File: config.mk
export PLATFORM = sky130hd
export DESIGN_NAME = mtu_timer
export DESIGN_NICKNAME = d
export VERILOG_FILES = /design/src/hw/mtu_pkg.sv /design/src/hw/mtu_timer.sv
export SDC_FILE = /design/constraint.sdc
export NUM_CORES = 1
export LEC_CHECK = 0
export ABC_CLOCK_PERIOD_IN_PS = 2210
export BUFFER_PORTS_ARGS = -buffer_cell sky130_fd_sc_hd__buf_4
export CAP_MARGIN = 15
export CORE_AREA = 2 2 112 114
export CTS_BUF_LIST = sky130_fd_sc_hd__clkbuf_16
export CTS_CLUSTER_DIAMETER = 80
export DETAILED_ROUTE_END_ITERATION = 8
export DIE_AREA = 0 0 114 116
export PLACE_DENSITY = 0.69
export SLEW_MARGIN = 10
export SYNTH_ARGS = -nofsm -noshare
export SYNTH_HDL_FRONTEND = slang
export SYNTH_SLANG_ARGS = --single-unit
File: constraint.sdc
create_clock -name clk_i -period 2.21 [get_ports clk_i]
set_input_delay 0.221 -clock clk_i [delete_from_list [all_inputs] [get_ports clk_i]]
set_output_delay 0.221 -clock clk_i [all_outputs]
set_load 0.01 [all_outputs]
File: src/hw/mtu_pkg.sv
// Constants for the timer unit: register indices, field positions, masks.
// Assumes a classic Wishbone slave with byte address equal to index times 4.
package mtu_pkg;
  localparam int unsigned ADR_W = 10;
  localparam int unsigned PRE_W = 10;
  localparam int unsigned WT_W = 14;
  localparam int unsigned NUM_FLAGS = 3;
  // Register indices
  localparam logic [7:0] IDX_PORT_MODE_ZERO = 8'hD9;
  localparam logic [7:0] IDX_INTERVAL = 8'hF9;
  localparam logic [7:0] IDX_T1_MODE = 8'hE8;
  localparam logic [7:0] IDX_T1_COMPARE = 8'hE9;
  localparam logic [7:0] IDX_T1_COUNT = 8'hEA;
  localparam logic [7:0] IDX_WATCH_MODE = 8'hEB;
  localparam logic [7:0] IDX_SYS_CLK_MODE = 8'hFA;
  localparam logic [7:0] IDX_PERIPH_CLK_EN = 8'hFB;
  localparam logic [7:0] IDX_FLAGS = 8'hFC;
  localparam logic [7:0] IDX_WATCH_LO = 8'hFD;
  localparam logic [7:0] IDX_WATCH_HI = 8'hFE;
  // Field positions
  localparam int unsigned PERIPHERAL_CLOCK_ENABLE_EN_BIT = 0;
  localparam int unsigned EC_SEL_BIT = 0;
  localparam int unsigned WT_EN_BIT = 3;
  localparam int unsigned WT_SRC_HI = 2;
  localparam int unsigned WT_SRC_LO = 1;
  localparam int unsigned WT_RATE_BIT = 0;
  localparam int unsigned SYSTEM_CLOCK_MODE_SUB_BIT = 1;
  localparam int unsigned FLG_IV = 0;
  localparam int unsigned FLG_T1 = 1;
  localparam int unsigned FLG_WT = 2;
  // Encodings
  localparam logic [1:0] SYSTEM_CLOCK_MODE_MAIN_OFF = 2'h3;
  localparam logic [3:0] IV_DIV_BASE = 4'h3;
  localparam logic [2:0] T1_SRC_EVENT = 3'h0;
  localparam logic [2:0] T1_SRC_MAX = 3'h5;
  localparam logic [1:0] WT_SRC_MAIN = 2'h0;
  localparam logic [13:0] WT_FAST_MASK = 14'h007F;
  localparam logic [13:0] WT_SLOW_MASK = 14'h3FFF;
  localparam logic [7:0] CNT8_MAX = 8'hFF;
  localparam logic [7:0] CNT8_ZERO = 8'h00;
  localparam logic [7:0] CNT8_ONE = 8'h01;
  localparam logic [2:0] EV_SYNC_IDLE = 3'h7;

  // Mask of the n low bits, the prescaler taps for divide by 2^n
  function automatic logic [PRE_W-1:0] ones_below(input logic [3:0] n);
    logic [PRE_W-1:0] m;
    m = '0;
    for (int i = 0; i < PRE_W; i++) begin
      m[i] = (i < int'(n));
    end
    return m;
  endfunction

  // Timer-one source codes 1..5 give divide exponents 1,3,5,7,9
  function automatic logic [3:0] t1_exp(input logic [2:0] code);
    return 4'({1'b0, code, 1'b0} - 4'h1);
  endfunction
endpackage

File: src/hw/mtu_timer.sv
// Timer unit: interval timer, timer one / event counter, watch timer.
// Assumes classic Wishbone slave, clock-generator tick strobes on clk_i.
//
// Summary of operation
// RULE1 - Free-running 8-bit interval counter; software cannot halt it. Here, writing 0 to the peripheral clock enable halts it.
// RULE2 - Interval counter wrap from FF to 00 sets the interval flag.
// RULE3 - Three-bit select gives divide 2^3..2^10 of main or sub clock.
// RULE4 - Interval address reads the count, writes the clock select.
// RULE5 - Interval count is offered as the time base output.
// RULE6 - Timer one match with compare sets flag, clears count, continues.
// RULE7 - Timer one counts prescaled clock or external event pulses.
// RULE8 - Source 000 event pin, 001..101 divide 2..2^9, 110/111 invalid.
// RULE9 - Software loads compare with a nonzero value before use.
// RULE10 - Event mode advances on each falling edge of the event pin.
// RULE11 - After a match in event mode, counting resumes on next fall.
// RULE12 - Event pulse rate stays at most half the selected clock.
// RULE13 - Software sets event pin select before using event counting.
// RULE14 - Compare register is not initialised at reset.
// RULE15 - 14-bit watch counter keeps counting in STOP on sub clock.
// RULE16 - Watch mode bit 3 enables the watch counter, clear stops it.
// RULE17 - Watch mode bits 2:1 pick main or sub clock as source.
// RULE18 - Watch mode bit 0 picks 2Hz or 256Hz interrupt rate.
// RULE19 - Watch interrupt releases the device from STOP mode.
// RULE20 - After reset timers get no clock until enable written to one.
// RULE21 - System clock mode 10 selects sub clock, 11 also stops main.
// RULE22 - Timer flags stay set until accepted or cleared by software.
`timescale 1ns/1ps
module mtu_timer (
  input wire logic clk_i,
  input wire logic rst_i,
  input wire logic cyc_i,
  input wire logic stb_i,
  input wire logic we_i,
  input wire logic [mtu_pkg::ADR_W-1:0] adr_i,
  input wire logic [3:0] sel_i,
  input wire logic [31:0] dat_i,
  output logic [31:0] dat_o,
  output logic ack_o,
  input wire logic main_tick_i,
  input wire logic sub_tick_i,
  input wire logic stop_i,
  input wire logic event_pin_n_i,
  input wire logic [mtu_pkg::NUM_FLAGS-1:0] accept_i,
  output logic [mtu_pkg::NUM_FLAGS-1:0] flags_o,
  output logic [7:0] time_base_o,
  output logic main_osc_off_o,
  output logic stop_wake_o
);
  import mtu_pkg::*;

  typedef struct packed {
    logic [PRE_W-1:0] pre;
    logic [7:0] iv_cnt;
    logic [7:0] ckctl;
    logic [7:0] t1_mode;
    logic [7:0] t1_cmp;
    logic [7:0] t1_cnt;
    logic [7:0] port_mode_zero;
    logic [7:0] watch_timer_mode;
    logic [1:0] system_clock_mode;
    logic main_off;
    logic peripheral_clock_enable;
    logic [WT_W-1:0] wt_cnt;
    logic [NUM_FLAGS-1:0] flags;
    logic [2:0] ev_s;
    logic ev_q;
    logic ack;
    logic [7:0] rdat;
    logic wake;
  } mtu_state_t;

  mtu_state_t s_r;
  mtu_state_t s_nxt;

  logic req;
  logic wr_take;
  logic [7:0] idx;
  logic main_run;
  logic src_tick;
  logic [PRE_W-1:0] iv_mask;
  logic iv_tick;
  logic [2:0] t1_src;
  logic [PRE_W-1:0] t1_mask;
  logic ev_fall;
  logic ev_mode_on;
  logic t1_inc;
  logic [7:0] t1_plus;
  logic t1_match;
  logic wt_tick;
  logic [WT_W-1:0] wt_mask;
  logic wt_evt;
  logic [NUM_FLAGS-1:0] flag_set;
  logic [NUM_FLAGS-1:0] flag_wclr;

  assign req = cyc_i & stb_i;
  assign idx = adr_i[ADR_W-1:2];
  // Write lands on the edge that samples ack
  assign wr_take = req & we_i & s_r.ack & sel_i[0];

  // Main ticks vanish in STOP or once the main oscillator is off
  assign main_run = main_tick_i & ~stop_i & ~s_r.main_off; // [RULE21]
  // Peripheral clock gate and main/sub choice
  assign src_tick = s_r.peripheral_clock_enable &
    (s_r.system_clock_mode[SYSTEM_CLOCK_MODE_SUB_BIT] ? sub_tick_i : main_run); // [RULE20] [RULE3]

  assign iv_mask = ones_below(4'(IV_DIV_BASE + {1'b0, s_r.ckctl[2:0]}));
  assign iv_tick = src_tick & ((s_r.pre & iv_mask) == iv_mask); // [RULE3]

  assign t1_src = s_r.t1_mode[2:0];
  assign t1_mask = ones_below(t1_exp(t1_src));
  // Accepted low level after second and third stages agree
  assign ev_fall = s_r.ev_q & (s_r.ev_s[1] == s_r.ev_s[2]) &
    ~s_r.ev_s[2]; // [RULE10]
  assign ev_mode_on = (t1_src == T1_SRC_EVENT) & s_r.peripheral_clock_enable &
    s_r.port_mode_zero[EC_SEL_BIT]; // [RULE13]
  always_comb begin
    if (t1_src == T1_SRC_EVENT) begin
      t1_inc = ev_mode_on & ev_fall; // [RULE7] [RULE11]
    end else if (t1_src <= T1_SRC_MAX) begin
      t1_inc = src_tick & ((s_r.pre & t1_mask) == t1_mask); // [RULE8]
    end else begin
      t1_inc = 1'b0; // [RULE8]
    end
  end
  assign t1_plus = 8'(s_r.t1_cnt + CNT8_ONE);
  assign t1_match = t1_inc & (t1_plus == s_r.t1_cmp); // [RULE6]

  // Watch source: main ticks or the always-running sub ticks
  assign wt_tick = s_r.peripheral_clock_enable & s_r.watch_timer_mode[WT_EN_BIT] &
    ((s_r.watch_timer_mode[WT_SRC_HI:WT_SRC_LO] == WT_SRC_MAIN) ?
      main_run : sub_tick_i); // [RULE16] [RULE17] [RULE15]
  assign wt_mask = s_r.watch_timer_mode[WT_RATE_BIT] ? WT_FAST_MASK : WT_SLOW_MASK;
  assign wt_evt = wt_tick & ((s_r.wt_cnt & wt_mask) == wt_mask); // [RULE18]

  always_comb begin
    flag_set = '0;
    flag_set[FLG_IV] = iv_tick & (s_r.iv_cnt == CNT8_MAX); // [RULE2]
    flag_set[FLG_T1] = t1_match;
    flag_set[FLG_WT] = wt_evt;
  end
  assign flag_wclr = (wr_take && idx == IDX_FLAGS) ?
    dat_i[NUM_FLAGS-1:0] : '0;

  always_comb begin
    s_nxt = s_r;
    // Synchroniser chain for the event pin
    s_nxt.ev_s = {s_r.ev_s[1:0], event_pin_n_i};
    if (s_r.ev_s[1] == s_r.ev_s[2]) begin
      s_nxt.ev_q = s_r.ev_s[2];
    end
    if (src_tick) begin
      s_nxt.pre = PRE_W'(s_r.pre + 1'b1);
    end
    if (iv_tick) begin
      s_nxt.iv_cnt = 8'(s_r.iv_cnt + CNT8_ONE); // [RULE1] [RULE2]
    end
    if (t1_match) begin
      s_nxt.t1_cnt = CNT8_ZERO; // [RULE6]
    end else if (t1_inc) begin
      s_nxt.t1_cnt = t1_plus;
    end
    if (wt_tick) begin
      s_nxt.wt_cnt = WT_W'(s_r.wt_cnt + 1'b1); // [RULE15]
    end
    // Set wins over accept or software clear
    s_nxt.flags = (s_r.flags & ~(flag_wclr | accept_i)) |
      flag_set; // [RULE22]
    s_nxt.wake = wt_evt & stop_i; // [RULE19]
    s_nxt.main_off = (s_r.system_clock_mode == SYSTEM_CLOCK_MODE_MAIN_OFF); // [RULE21]
    // Register writes
    if (wr_take) begin
      if (idx == IDX_INTERVAL) begin
        s_nxt.ckctl = dat_i[7:0]; // [RULE4]
      end else if (idx == IDX_PORT_MODE_ZERO) begin
        s_nxt.port_mode_zero = dat_i[7:0];
      end else if (idx == IDX_T1_MODE) begin
        s_nxt.t1_mode = dat_i[7:0];
      end else if (idx == IDX_T1_COMPARE) begin
        s_nxt.t1_cmp = dat_i[7:0];
      end else if (idx == IDX_WATCH_MODE) begin
        s_nxt.watch_timer_mode = dat_i[7:0];
      end else if (idx == IDX_SYS_CLK_MODE) begin
        s_nxt.system_clock_mode = dat_i[1:0]; // [RULE21]
      end else if (idx == IDX_PERIPH_CLK_EN) begin
        s_nxt.peripheral_clock_enable = dat_i[PERIPHERAL_CLOCK_ENABLE_EN_BIT]; // [RULE20]
      end
    end
    // Bus answer one cycle after the request
    s_nxt.ack = req & ~s_r.ack;
    if (req && !s_r.ack) begin
      if (idx == IDX_INTERVAL) begin
        s_nxt.rdat = s_r.iv_cnt; // [RULE4]
      end else if (idx == IDX_PORT_MODE_ZERO) begin
        s_nxt.rdat = s_r.port_mode_zero;
      end else if (idx == IDX_T1_MODE) begin
        s_nxt.rdat = s_r.t1_mode;
      end else if (idx == IDX_T1_COMPARE) begin
        s_nxt.rdat = s_r.t1_cmp;
      end else if (idx == IDX_T1_COUNT) begin
        s_nxt.rdat = s_r.t1_cnt;
      end else if (idx == IDX_WATCH_MODE) begin
        s_nxt.rdat = s_r.watch_timer_mode;
      end else if (idx == IDX_SYS_CLK_MODE) begin
        s_nxt.rdat = {6'h00, s_r.system_clock_mode};
      end else if (idx == IDX_PERIPH_CLK_EN) begin
        s_nxt.rdat = {7'h00, s_r.peripheral_clock_enable};
      end else if (idx == IDX_FLAGS) begin
        s_nxt.rdat = {5'h00, s_r.flags};
      end else if (idx == IDX_WATCH_LO) begin
        s_nxt.rdat = s_r.wt_cnt[7:0];
      end else if (idx == IDX_WATCH_HI) begin
        s_nxt.rdat = {2'h0, s_r.wt_cnt[WT_W-1:8]};
      end else begin
        s_nxt.rdat = CNT8_ZERO;
      end
    end
    if (rst_i) begin
      s_nxt = '0;
      s_nxt.ev_s = EV_SYNC_IDLE;
      s_nxt.ev_q = 1'b1;
      s_nxt.t1_cmp = s_r.t1_cmp; // [RULE14]
    end
  end

  always_ff @(posedge clk_i) begin
    s_r <= s_nxt;
  end

  assign dat_o = {24'h000000, s_r.rdat};
  assign ack_o = s_r.ack;
  assign flags_o = s_r.flags;
  assign time_base_o = s_r.iv_cnt; // [RULE5]
  assign main_osc_off_o = s_r.main_off;
  assign stop_wake_o = s_r.wake;
endmodule

==> Word level (Yosys, flattened, before mapping) <==
Index checks and enable logic that the tools add are counted.
{ "totals": {"register_bits": 96, "in_bits": 58, "out_inout_bits": 46, "elab_cells": 132} }
{ "classes": {"add_sub_neg": 6, "order_cmp": 21, "n_eq_ne": 18, "mux": 17, "bitwise_logic": 39, "n_reduce_logical": 13} }
{ "ops": {"columns": ["operator", "n"], "rows": [
  ["$eq 8x8->1 const B", 12],
  ["$mux 8", 10],
  ["$lt 3x4->1 const A", 8],
  ["$and 1x1->1", 21],
  ["$and 10x10->10", 2],
  ["$eq 10x10->1", 2],
  ["$add 8x1->8 const B", 2],
  ["$lt 1x4->1 const A", 4],
  ["$lt 2x4->1 const A", 4],
  ["$lt 4x4->1 const A", 4],
  ["$add 14x1->14 const B", 1],
  ["$and 14x14->14", 1],
  ["$eq 14x14->1", 1],
  ["$mux 14", 1],
  ["$reduce_and 6->1", 2],
  ["$not 1->1", 11],
  ["$add 10x1->10 const B", 1],
  ["$eq 8x8->1", 1],
  ["$reduce_and 8->1", 1],
  ["$reduce_and 7->1", 1],
  ["$mux 6", 1],
  ["$or 3x3->3", 2],
  ["$add 2x3->4 const A", 1],
  ["$mux 1", 4],
  ["15 further kinds", 16]
]} }

==> Depth between registers and ports, before layout <==
{ "logic_depth": {"ltp_word": 12, "mapped_depth": 9, "mapped_depth_nobuf": 8} }

==> Worst setup path after synthesis <==
No wires, ideal clock.
{ "synth_path": {"path_kind": "flip-flop to flip-flop", "startpoint": "register s_r (netlist bit ack_o)", "endpoint": "register s_r[59] in the netlist's numbering (enable)", "setup_time_ns": 0.395, "arrival_ns": 1.868, "t_required_ns": 1.815, "slack_ns": -0.053, "path_stages_with_launch": 5, "path_buffers": 1, "period_less_slack_ns": 2.263, "path_cell_list": "dfxtp_1 nand3_1 or2_2 clkbuf_1 nor4_1"} }
{ "synth_via": {"elab_chain_cells": 3} }
{ "synth_rtl": {"columns": ["element", "line", "text"], "rows": [
  ["start, declared", "mtu_timer.sv:72", "mtu_state_t s_r;"],
  ["start signal, assigned", "mtu_timer.sv:226", "s_r <= s_nxt;"],
  ["$and 1x1->1 (2 in a row)", "mtu_timer.sv:98", "assign wr_take = req & we_i & s_r.ack & sel_i[0];"],
  ["$reduce_and 6->1 (no source line)", null, null]
]} }
No other way between the ends.
A chain may end at the register's enable or synchronous reset.

==> Final worst setup path <==
{ "layout_path": {"startpoint": "register s_r[76] in the netlist's numbering", "endpoint": "register s_r (netlist bit time_base_o[5])"} }
{ "layout_via": {"elab_chain_cells": 5, "elab_cells_between_ends": 14, "cone_classes": "add/sub (1); order compare (10); eq/ne (1); bitwise (2)"} }
{ "layout_rtl": {"columns": ["element", "line", "text"], "rows": [
  ["$add 2x3->4 (*)", "mtu_timer.sv:106", "assign iv_mask = ones_below(4'(IV_DIV_BASE + {1'b0, s_r.ckctl[2:0]}));"],
  ["$lt 1x4->1, or another cell as far along", "mtu_pkg.sv:49", "m[i] = (i < int'(n));"],
  ["$and 10x10->10", "mtu_timer.sv:107", "assign iv_tick = src_tick & ((s_r.pre & iv_mask) == iv_mask);"],
  ["$eq 10x10->1 (*)", "mtu_timer.sv:107", null],
  ["$and 1x1->1 (*)", "mtu_timer.sv:107", null]
]} }
Every way passes the cells marked *; elsewhere a longest branch is shown, timed or not.

==> results.toml <==
[drt]
routed_wl_um = 13600
drc = 0
detail-route-antenna-nets = 0
avgViaCountPerCell = 5.67
drtPass1Iterations = 5
vias = 4710
wire_per_inst_um = 16.4
drtIter0Drc = 362

[clocking]
worst_skew_pair.late_latency_ns = 0.35
cts_buffers = 9
cts_buffer_depth = 2
path_clk_slew_ns = 0.07
cts.sinks = 96
h-tree-depth = 3
clockRootBuffer = "clkbuf_16"
cts_tree = "built"

[yosys]
synthDistinctLibCells = 67
synth-main-ff-cell = "dfxtp_1"
synth_top_family_by_area = "simple AND/OR/NAND/NOR gates"
yosys.area_share.simple_pct = 23.9
netlist_instances = 648
synth_edf_count = 8
yosysWarnings = 0
synth-xor-area-share_pct = 5.90
ys_seq_area_share_pct = 37.5
syn_area_um2 = 5340
synthMuxAreaShare_pct = 4.57
synth-seq-cells = 96
syn_area_per_cell_um2 = 8.24
synthAdderAreaFrac_pct = 2.34
synth-async-reset-ratio_pct = 0
synth-compound-area-share_pct = 16.0

[layout]
final_common_cell = "dfxtp_1"
fillers = 1110
layout_common_cells = "dfxtp_1 (86), nand2_1 (71), buf_4 (70)"
final_cell_area_um2 = 6090
finalNetCount = 747
drive_gt1_share_pct = 18.1
antenna_cells = 0
regArea_um2 = 2010
synthToLayoutAreaGrowth_pct = 13.9
final_util_pct = 51.1
multi_input_area_um2 = 3020

[sta]
period_minus_slack_ns = 2.13
worstMarginPinSlew_ns = 0.868
post-route-period-util_pct = 96.5
fin_skew_ns = 0.00785
fin_tns_setup_ns = 0
max_freq_mhz = 469
slew-limit-headroom_pct = 42.2
setup_ws_ns = 0.0775
report.final.slew_viol_count = 0
setup_violations = 0
finalHoldViolations = 0

[placement]
placed_area_um2 = 5670
detailed_place_hpwl_um = 9760
gp_congestion = 0.888
io_buffers = 50
dp_slack_ns = 0.0286

[setup_path]
worst-path-buf-inv = 2
path_cells = "inv_4 -> ha_4 -> o21ai_1 -> nor3_1 -> o31a_1 -> o211ai_1 -> buf_4 -> or3_4 -> a21oi_2"
cp-startpoint = "s_r[76]"
worst-setup-path-type = "register to register"
crit_end = "time_base_o[5]"
max_stage_delay_ns = 0.37
endpoint_kind = "register"
reg2reg_to = "time_base_o[5]"
rr_worst_depth = 9
startpoint_type = "register"
worstPathArrival_ns = 2.41
cp.depth = 9
reg2reg_from = "s_r[76]"
cpMaxStageDelayCell = "dfxtp_4"
cp.required_ns = 2.49
r2r_setup_slack_ns = 0.08
cp_top_family = "simple AND/OR/NAND/NOR gates"
critPathMaxFanout = 6

[power_and_ir_drop]
power.leakage_nw = 2.20
p_seq_share_pct = 51.0
switching_power_w = 0.000798
combPwrFrac_pct = 5.9
p_int_w = 0.00265
p_sw_share_pct = 23.1
clkPwrFrac_pct = 43.1
finalPower_w = 0.00345
power.density_nw_per_um2 = 567
ir_worst_vdd_mv = 0.263

[floorplan]
die_h_um = 116
ioPinCount = 104
rows = 40
initial_utilization_pct = 44.8
core_area_um2 = 11900
die_area_um2 = 13200
fp.dieW_um = 114

[hold_path]
timing.hold.worst.class = "primary input to register"

[grt]
overflow = 0
grt_max_degree = 83
grt_pass1_vias = 4407
grt_pass1_wl_um = 22000
antenna_found_initial = 0
track_usage_pct = 20.9

[run]
cap_violations = 0

[outcome]
outcome = "completed"
## sequential cells by signal, summed over array words and instances (netlist names)
name / cells
dat_o: 8
main_osc_off_o: 1
stop_wake_o: 1
s_r: 74
time_base_o: 8
flags_o: 3
ack_o: 1
## per-layer routing
metal	routed length, µm	track usage, %
met1	6050	28.4
met2	6290	33.3
met4	408	8.37
met5	0	0
met3	896	3.71
## cell families after synthesis
logic type	Yosys count
flops	96
xor+xnor	36
fa+ha+maj	10
simple gates	253
buf+inv	90
mux	24
compound gates	138
other cells	1
## through the flow
| stage | hold WS [ns] | cells |
|---|---|---|
| floorplan | 0.320 | 671 |
| global placement | 0.391 | 812 |
| detailed placement | 0.394 | 812 |
| CTS | 0.0505 | 828 |
| global route | 0.0594 | 831 |
| finish | 0.0537 | 831 |
## cell usage after synthesis (all sizes together) (10+ instances only)
| cell type | n | area (µm²) |
|---|---|---|
| xnor2 | 24 | 210 |
| xor2 | 12 | 105 |
| or3 | 13 | 86.3 |
| inv | 16 | 60.1 |
| nor3 | 13 | 65.1 |
| buf | 56 | 388 |
| nor2 | 63 | 244 |
| a21oi | 50 | 254 |
| dfxtp | 88 | 1760 |
| o21ai | 35 | 179 |
| mux2i | 21 | 210 |
| ha | 10 | 125 |
| nand3 | 28 | 140 |
| nand2 | 71 | 267 |
| clkbuf | 18 | 67.6 |
| nand4 | 12 | 75.1 |
## how the worst min path moves through the flow
stage | start | endpoint | depth (start not counted)
2_1_floorplan | dat_i[0] | s_r[59] | 0
3_3_place_gp | s_r[11] | s_r[12] | 1
3_5_place_dp | s_r[11] | s_r[12] | 1
4_1_cts | event_pin_n_i | s_r[11] | 2
5_1_grt | event_pin_n_i | s_r[11] | 2
6_report | event_pin_n_i | s_r[11] | 2
## cell type report
class	count	share of cell area, %
repair buffers	71	8.72
multi-input cells	485	49.6
flip-flops and latches	96	33.0
clock buffers	10	4.11
clock inverters	6	0.535
inverters	16	1.03
well taps	147	3.02
## power groups by stage
stage / Combinational (W) / Sequential (W) / Clock, W
6_report: 0.000203 / 0.00176 / 0.00149
5_1_grt: 0.000219 / 0.00176 / 0.00158
4_1_cts: 0.000199 / 0.00176 / 0.00151
3_5_place_dp: 0.000199 / 0.00180 / 0
3_3_place_gp: 0.000196 / 0.00180 / 0
2_1_floorplan: 0.000154 / 0.00180 / 0
## timing repair
item,in CTS,in global routing
buffers inserted,0,2
resized for setup,1,25
gates cloned,0,1
hold buffers,0,0
pin swaps,1,8
endpoints found under the setup margin,5,17
(Power assumes the default switching activity.)
